## src/pkg/gp_counter_defs.vh

```
// constants for the general purpose up/down counter
`ifndef GP_COUNTER_DEFS_VH
`define GP_COUNTER_DEFS_VH
`define CNT_WIDTH 16
`define CNT_ZERO 16'h0000
`define CNT_ONE 16'h0001
`define MODE_TERMINAL_COUNT 1'b0
`define MODE_RATE_GENERATOR 1'b1
`define SEL_INTERNAL 1'b0
`define SEL_EXTERNAL 1'b1
`define INT_TIMEBASE_HZ 24000000
`define EXT_CLK_MAX_HZ 20000000
`endif

```

## src/hw/gp_counter.v

```verilog
// general purpose 16-bit up/down timer counter
`timescale 1ns/10ps
`include "gp_counter_defs.vh"
module gp_counter #(
    parameter WIDTH = `CNT_WIDTH
) (
    input wire ref_clk_i,              // system clock, 20 MHz
    input wire rst_i,                  // async reset, active high
    input wire int_tick_i,             // internal timebase level, same domain
    input wire ext_clk_i,              // external count clock pin
    input wire ext_gate_i,             // external gate pin, low stops
    input wire ext_dir_i,              // external direction pin, high up
    input wire clk_sel_i,              // 0 internal, 1 external clock
    input wire gate_sel_i,             // 0 internal, 1 external gate
    input wire dir_sel_i,              // 0 software, 1 pin direction
    input wire sw_dir_i,               // software direction, 1 up
    input wire sw_enable_i,            // software count enable
    input wire mode_i,                 // 0 terminal count, 1 rate generator
    input wire load_i,                 // one-cycle pulse: load initial count
    input wire [WIDTH-1:0] load_value_i, // initial count
    output reg [WIDTH-1:0] count_o,    // present count
    output reg out_o                   // counter output
);
    // sequencer states: nothing loaded yet, or a count loaded and live
    localparam ST_IDLE = 1'b0;  // ticks are refused until the first load
    localparam ST_ARMED = 1'b1; // ticks are counted while the gate allows

    // positions of the pins inside the synchroniser vector
    localparam PIN_CLK = 0;
    localparam PIN_GATE = 1;
    localparam PIN_DIR = 2;
    localparam NUM_PINS = 3;

    // constants matched to the counter width, so no sum is padded or cut
    localparam [WIDTH-1:0] VAL_ZERO = {WIDTH{1'b0}};
    localparam [WIDTH-1:0] VAL_ONE = {{(WIDTH-1){1'b0}}, 1'b1};

    // raw pin levels, gathered so one loop can synchronise them all
    wire [NUM_PINS-1:0] pin_raw;
    // pin levels after two flip-flops, safe for logic to read
    wire [NUM_PINS-1:0] pin_sync;

    // history of the count clock sources for edge detection
    reg clk_last;
    reg int_last;

    // sequencer state and its next value
    reg state;
    reg next_state;

    // reload value kept for the rate generator
    reg [WIDTH-1:0] initial_count;

    // next values of the registered outputs and the reload value
    reg [WIDTH-1:0] next_count;
    reg [WIDTH-1:0] next_initial;
    reg next_out;

    // decoded control terms
    wire ext_edge;
    wire int_edge;
    wire tick;
    wire gate_open;
    wire count_up;
    wire step_en;
    wire [WIDTH-1:0] stepped;

    // gather the asynchronous pins; the order follows the PIN_ indices
    assign pin_raw = {ext_dir_i, ext_gate_i, ext_clk_i};

    // two-stage synchroniser per pin; only the second stage is read outside
    genvar g;
    generate
        for (g = 0; g < NUM_PINS; g = g + 1) begin : pin_sync_gen
            reg meta;
            reg sync;
            always @(posedge ref_clk_i or posedge rst_i) begin
                if (rst_i) begin
                    meta <= 1'b0;
                    sync <= 1'b0;
                end else begin
                    meta <= pin_raw[g];
                    sync <= meta;
                end
            end
            assign pin_sync[g] = sync;
        end
    endgenerate

    // one more stage on each clock source to find its rising edge
    // both history bits clear to the idle low level, so a pin that is
    // already high at release gives one edge, which is refused while idle
    always @(posedge ref_clk_i or posedge rst_i) begin
        if (rst_i) begin
            clk_last <= 1'b0;
            int_last <= 1'b0;
        end else begin
            clk_last <= pin_sync[PIN_CLK];
            int_last <= int_tick_i;
        end
    end

    // rising edge of the external pin, two reference cycles late
    assign ext_edge = pin_sync[PIN_CLK] & ~clk_last;
    // rising edge of the internal timebase, same domain, no synchroniser
    assign int_edge = int_tick_i & ~int_last;
    // selected count clock
    assign tick = (clk_sel_i == `SEL_EXTERNAL) ? ext_edge : int_edge;

    // gate: software always, pin only when the external gate is selected
    assign gate_open = sw_enable_i & ((gate_sel_i == `SEL_INTERNAL) | pin_sync[PIN_GATE]);

    // direction: high or one counts up, low or zero counts down
    assign count_up = (dir_sel_i == `SEL_EXTERNAL) ? pin_sync[PIN_DIR] : sw_dir_i;

    // one step per selected clock edge while armed and gated open
    assign step_en = (state == ST_ARMED) & tick & gate_open;

    // the value one step on, wrapping at the ends of the range
    assign stepped = count_up ? count_o + VAL_ONE : count_o - VAL_ONE;

    // next state, count, reload value and output
    // a load wins over a tick in the same cycle, so software always
    // sees its own value first; ticks before the first load do nothing
    always @* begin
        next_state = state;
        next_count = count_o;
        next_initial = initial_count;
        next_out = out_o;
        case (state)
            ST_IDLE: begin
                if (load_i) begin
                    next_state = ST_ARMED;
                    next_count = load_value_i;
                    next_initial = load_value_i;
                    next_out = 1'b0;
                end
            end
            ST_ARMED: begin
                if (load_i) begin
                    // a new count restarts either mode with the output low
                    next_count = load_value_i;
                    next_initial = load_value_i;
                    next_out = 1'b0;
                end else if (step_en) begin
                    if (mode_i == `MODE_TERMINAL_COUNT) begin
                        if (count_o != VAL_ZERO) begin
                            // output rises on the step that reaches zero
                            next_count = stepped;
                            next_out = (stepped == VAL_ZERO);
                        end else begin
                            // zero holds, no wrap, output stays high
                            next_out = 1'b1;
                        end
                    end else begin
                        if (count_o == VAL_ONE) begin
                            // end of the period: reload and drop the output
                            next_count = initial_count;
                            next_out = 1'b0;
                        end else begin
                            // output is high for the one tick spent at one
                            next_count = stepped;
                            next_out = (stepped == VAL_ONE);
                        end
                    end
                end else if ((mode_i == `MODE_TERMINAL_COUNT) && (count_o == VAL_ZERO)) begin
                    // a loaded zero reports terminal count without a tick
                    next_out = 1'b1;
                end
            end
            default: begin
                next_state = ST_IDLE;
            end
        endcase
    end

    // registers; the count is a plain register, so reading it
    // never stalls or changes the counting
    always @(posedge ref_clk_i or posedge rst_i) begin
        if (rst_i) begin
            state <= ST_IDLE;
            count_o <= VAL_ZERO;
            initial_count <= VAL_ZERO;
            out_o <= 1'b0;
        end else begin
            state <= next_state;
            count_o <= next_count;
            initial_count <= next_initial;
            out_o <= next_out;
        end
    end

    // usage notes for whoever drives this block:
    // the external clock pin must stay well below half of the
    // reference rate, or edges merge inside the synchroniser;
    // the rate generator needs an initial count above one, which
    // the hardware does not police; counting up in rate mode
    // reaches one only after wrapping through the whole range;
    // the internal timebase arrives as a level on int_tick_i, since
    // the reference clock is slower than that timebase
endmodule

```

## config.mk

```make
export PLATFORM = sky130hd
export DESIGN_NAME = gp_counter
export DESIGN_NICKNAME = d
export VERILOG_FILES = /design/src/hw/gp_counter.v
export VERILOG_INCLUDE_DIRS = /design/src /design/src/pkg
export SDC_FILE = /design/constraint.sdc
export NUM_CORES = 1
export LEC_CHECK = 0
export ABC_AREA = 1
export BUFFER_PORTS_ARGS = -buffer_cell sky130_fd_sc_hd__buf_4
export CORE_MARGIN = 4
export CORE_UTILIZATION = 51
export CTS_BUF_LIST = sky130_fd_sc_hd__clkbuf_4 sky130_fd_sc_hd__clkbuf_8
export DETAILED_ROUTE_END_ITERATION = 7
export PLACE_DENSITY = 0.73
export SETUP_SLACK_MARGIN = 0.15
export SYNTH_ARGS = -nofsm -noshare
export SYNTH_HDL_FRONTEND = slang
export SYNTH_SLANG_ARGS = --single-unit
export TNS_END_PERCENT = 50
```

## constraint.sdc

```tcl
create_clock -name ref_clk_i -period 2.97 [get_ports ref_clk_i]
set_input_delay 0.594 -clock ref_clk_i [delete_from_list [all_inputs] [get_ports ref_clk_i]]
set_output_delay 0.594 -clock ref_clk_i [all_outputs]
set_load 0.01 [all_outputs]
```

==> results.ini <==
[outcome]
status=completed

[placed_design]
place_area_sq_mm=0.003122
detailed_place_hpwl_um=5369
io_buffers=45
routabilityCongestion=0.8681

[final_layout]
mostFrequentLayoutCell=nand2_1
fin_area_sq_mm=0.003201
most-common-layout-cells=nand2_1 (134), inv_1 (55), buf_4 (47)
layout-drive-gt1-share=0.1486
final_nets=484
multi_input_comb_area_sq_mm=0.001413
ff_latch_area_sq_mm=0.001051
num_antenna_cells=0
fill_cells=487
synthToLayoutAreaGrowth_pct=16.43

[floorplan]
floorplan.die_area_sq_mm=0.006628
top_level_ports=46
std_cell_rows=26
initial_core_util=0.5314
vert_die_dim_um=81.42
die_w_um=81.42
fp.coreArea_sq_mm=0.005172

[setup_path]
slowest_stage=dfrtp_1
worstSetupEndpointType=flop
kind_of_start_point_of_the_critical_path=flop
critical_path.max_fanout=25
crit_arrival_ns=2.47
worstPathRequired_ns=3.18
crit_buf_inv=1
cpPeakStageDelay_ns=0.49
critPathTopFamily=simple AND/OR/NAND/NOR gates
timing.setup.critical_path_class=reg2reg
critical_path.cell_chain=nor2_2, nand2_1, nor2_1, nand3_2, nor2_4, inv_2, a21oi_1, o21ai_0, a22oi_1

[synth]
synth.yosys.seq_area_share=0.3823
synth_xor_area_frac=0.006372
combinational_family_with_the_most_area_after_synthesis=simple AND/OR/NAND/NOR gates
avgSynthCellArea_sq_um=6.721
synth_cell_type_count=24
ys_seq_elements=42
mappedNetlistNets=442
cell_count_after_synthesis=409
synthesis.area_sq_mm=0.002749
post_synth_mux_area_share=0
synth.yosys.warnings=0
simple_gate_share_of_the_synthesized_area=0.3223
post_synthesis_compound_gate_area_fraction=0.1670
synth_fa_ha_area_frac=0.01821

[hold_path]
hold_class=reg2reg

[clock_network]
numCtsBuffers=5
cts.htree.levels=2
worst_skew_pair.late_latency_ns=0.29
clockBufferDepth=2
clkSlewWorstSetupHoldPaths_ns=0.08
tritoncts_num_sinks=42
tritoncts=yes
cts-hold-fix-buffers=0
clockRootBuffer=clkbuf_8
cts_resized=0
post-cts-setup-buffer-count=0

[sta]
hold_ws_ns=0.3543
maxClockFrequency_mhz=442.9
timing.final.crit_share=0.7602
worst-slew-pin-transition_ns=0.5699
totalNegativeSetupSlack_ns=0
worst_slew_margin_rel=0.6192
setup_violation_total_in_the_final_timing_report=0
slew_viol_final=0
fin_worst_skew_ns=0.006499
finalWorstPathRequiredPeriod_ns=2.258
hold_violations=0
unrepaired_setup_endpoints_after_global_routing=false

[route]
final_antenna_net_count=0
finalWirelength_um=6906
drt_drc_violations_left=0
dr_total_vias=2662
viasPerCell=5.109
drt_first_pass_iters=4
detail_route.iter0.violations=177
routed_wirelength_normalized_by_instance_count_um=13.26

[power]
static_leakage_nw=1.675
ir_worst_vdd_mv=0.3771
powerDensity_mw_per_mm2=462.6

[global_route]
grt_use_total=0.2169
grt_antenna_before_repair=0
grt_overflow_total=0
first_global_vias=2361
first_pass_grt_wire_length_um=11090
grt_start_max_net_pins=43

[run]
max-cap-violations=0

-- final timing paths --
check	from	to	slack [ns]	cells past startpoint
max	count_o[9]	count_o[0]	0.71	9
min	pin_sync_gen[1].meta	pin_sync_gen[1].sync	0.35	0
max reg2reg	count_o[9]	count_o[0]	0.71	9
min reg2reg	pin_sync_gen[1].meta	pin_sync_gen[1].sync	0.35	0
max in group asynchronous	rst_i	initial_count[6]	2.18	3
min in group asynchronous	rst_i	count_o[14]	0.43	3
-- power breakdown --
group | internal (W) | switching [W]
Combinational | 0.000173 | 0.000264
Clock | 0.000158 | 0.000185
Sequential | 0.000628 | 0.0000724
-- kinds of logic after synthesis --
family	count (synthesis)
xor gates and xnor gates	2
DFF	42
buffers and inverters	70
AOI/OAI and AO/OA	79
and+or+nand+nor	212
adders and majority gates	4
-- registers in the layout, indices dropped and copies added, names as in the netlist --
register	count
clk_last	1
initial_count	16
int_last	1
count_o	16
pin_sync_gen.meta	3
state	1
out_o	1
pin_sync_gen.sync	3
-- per-layer routing --
metal / share of wire / track usage
met2: 0.44 / 0.3412
met1: 0.50 / 0.3152
met3: 0.052 / 0.02961
met5: 0 / 0
met4: 0.0083 / 0.05405
-- synthesized netlist by cell type --
master | n | area share
and2_1 | 1 | 0.0023
nand2_1 | 134 | 0.18
dfrtp_1 | 42 | 0.38
a21boi_0 | 1 | 0.0027
nor2_1 | 34 | 0.046
inv_2 | 3 | 0.0041
nand3b_1 | 2 | 0.0055
nor2_4 | 1 | 0.0041
buf_2 | 3 | 0.0055
o211ai_1 | 13 | 0.036
buf_6 | 1 | 0.0041
clkbuf_1 | 5 | 0.0068
inv_1 | 55 | 0.075
buf_4 | 3 | 0.0082
a31oi_1 | 1 | 0.0023
nand3_2 | 1 | 0.0036
ha_1 | 4 | 0.018
xor2_1 | 2 | 0.0064
nor2_2 | 8 | 0.018
nand3_1 | 25 | 0.046
a21oi_1 | 15 | 0.027
a22oi_1 | 11 | 0.030
o21ai_0 | 38 | 0.069
nand4_1 | 6 | 0.014
-- cell type report --
class,instances,share of cell area
clock buffer,5,0.02150
clock inverter,2,0.003127
inverter,58,0.06802
multi-input combinational,297,0.4414
sequential,42,0.3284
tap,70,0.02737
timing repair buffer,47,0.1102
-- per-stage QoR --
stage | worst slack [ns] | utilization | std cells | power [W]
after global placement | 0.6311 | 0.6035 | 514 | 0.001137
after global routing | 0.4518 | 0.6188 | 521 | 0.001578
after CTS | 0.7463 | 0.6188 | 521 | 0.001488
after detailed placement | 0.6316 | 0.6035 | 514 | 0.001145
final | 0.7123 | 0.6188 | 521 | 0.001481
after floorplan | 1.199 | - | 409 | 0.0009813
Note: power is estimated with default switching activity, not from simulation.
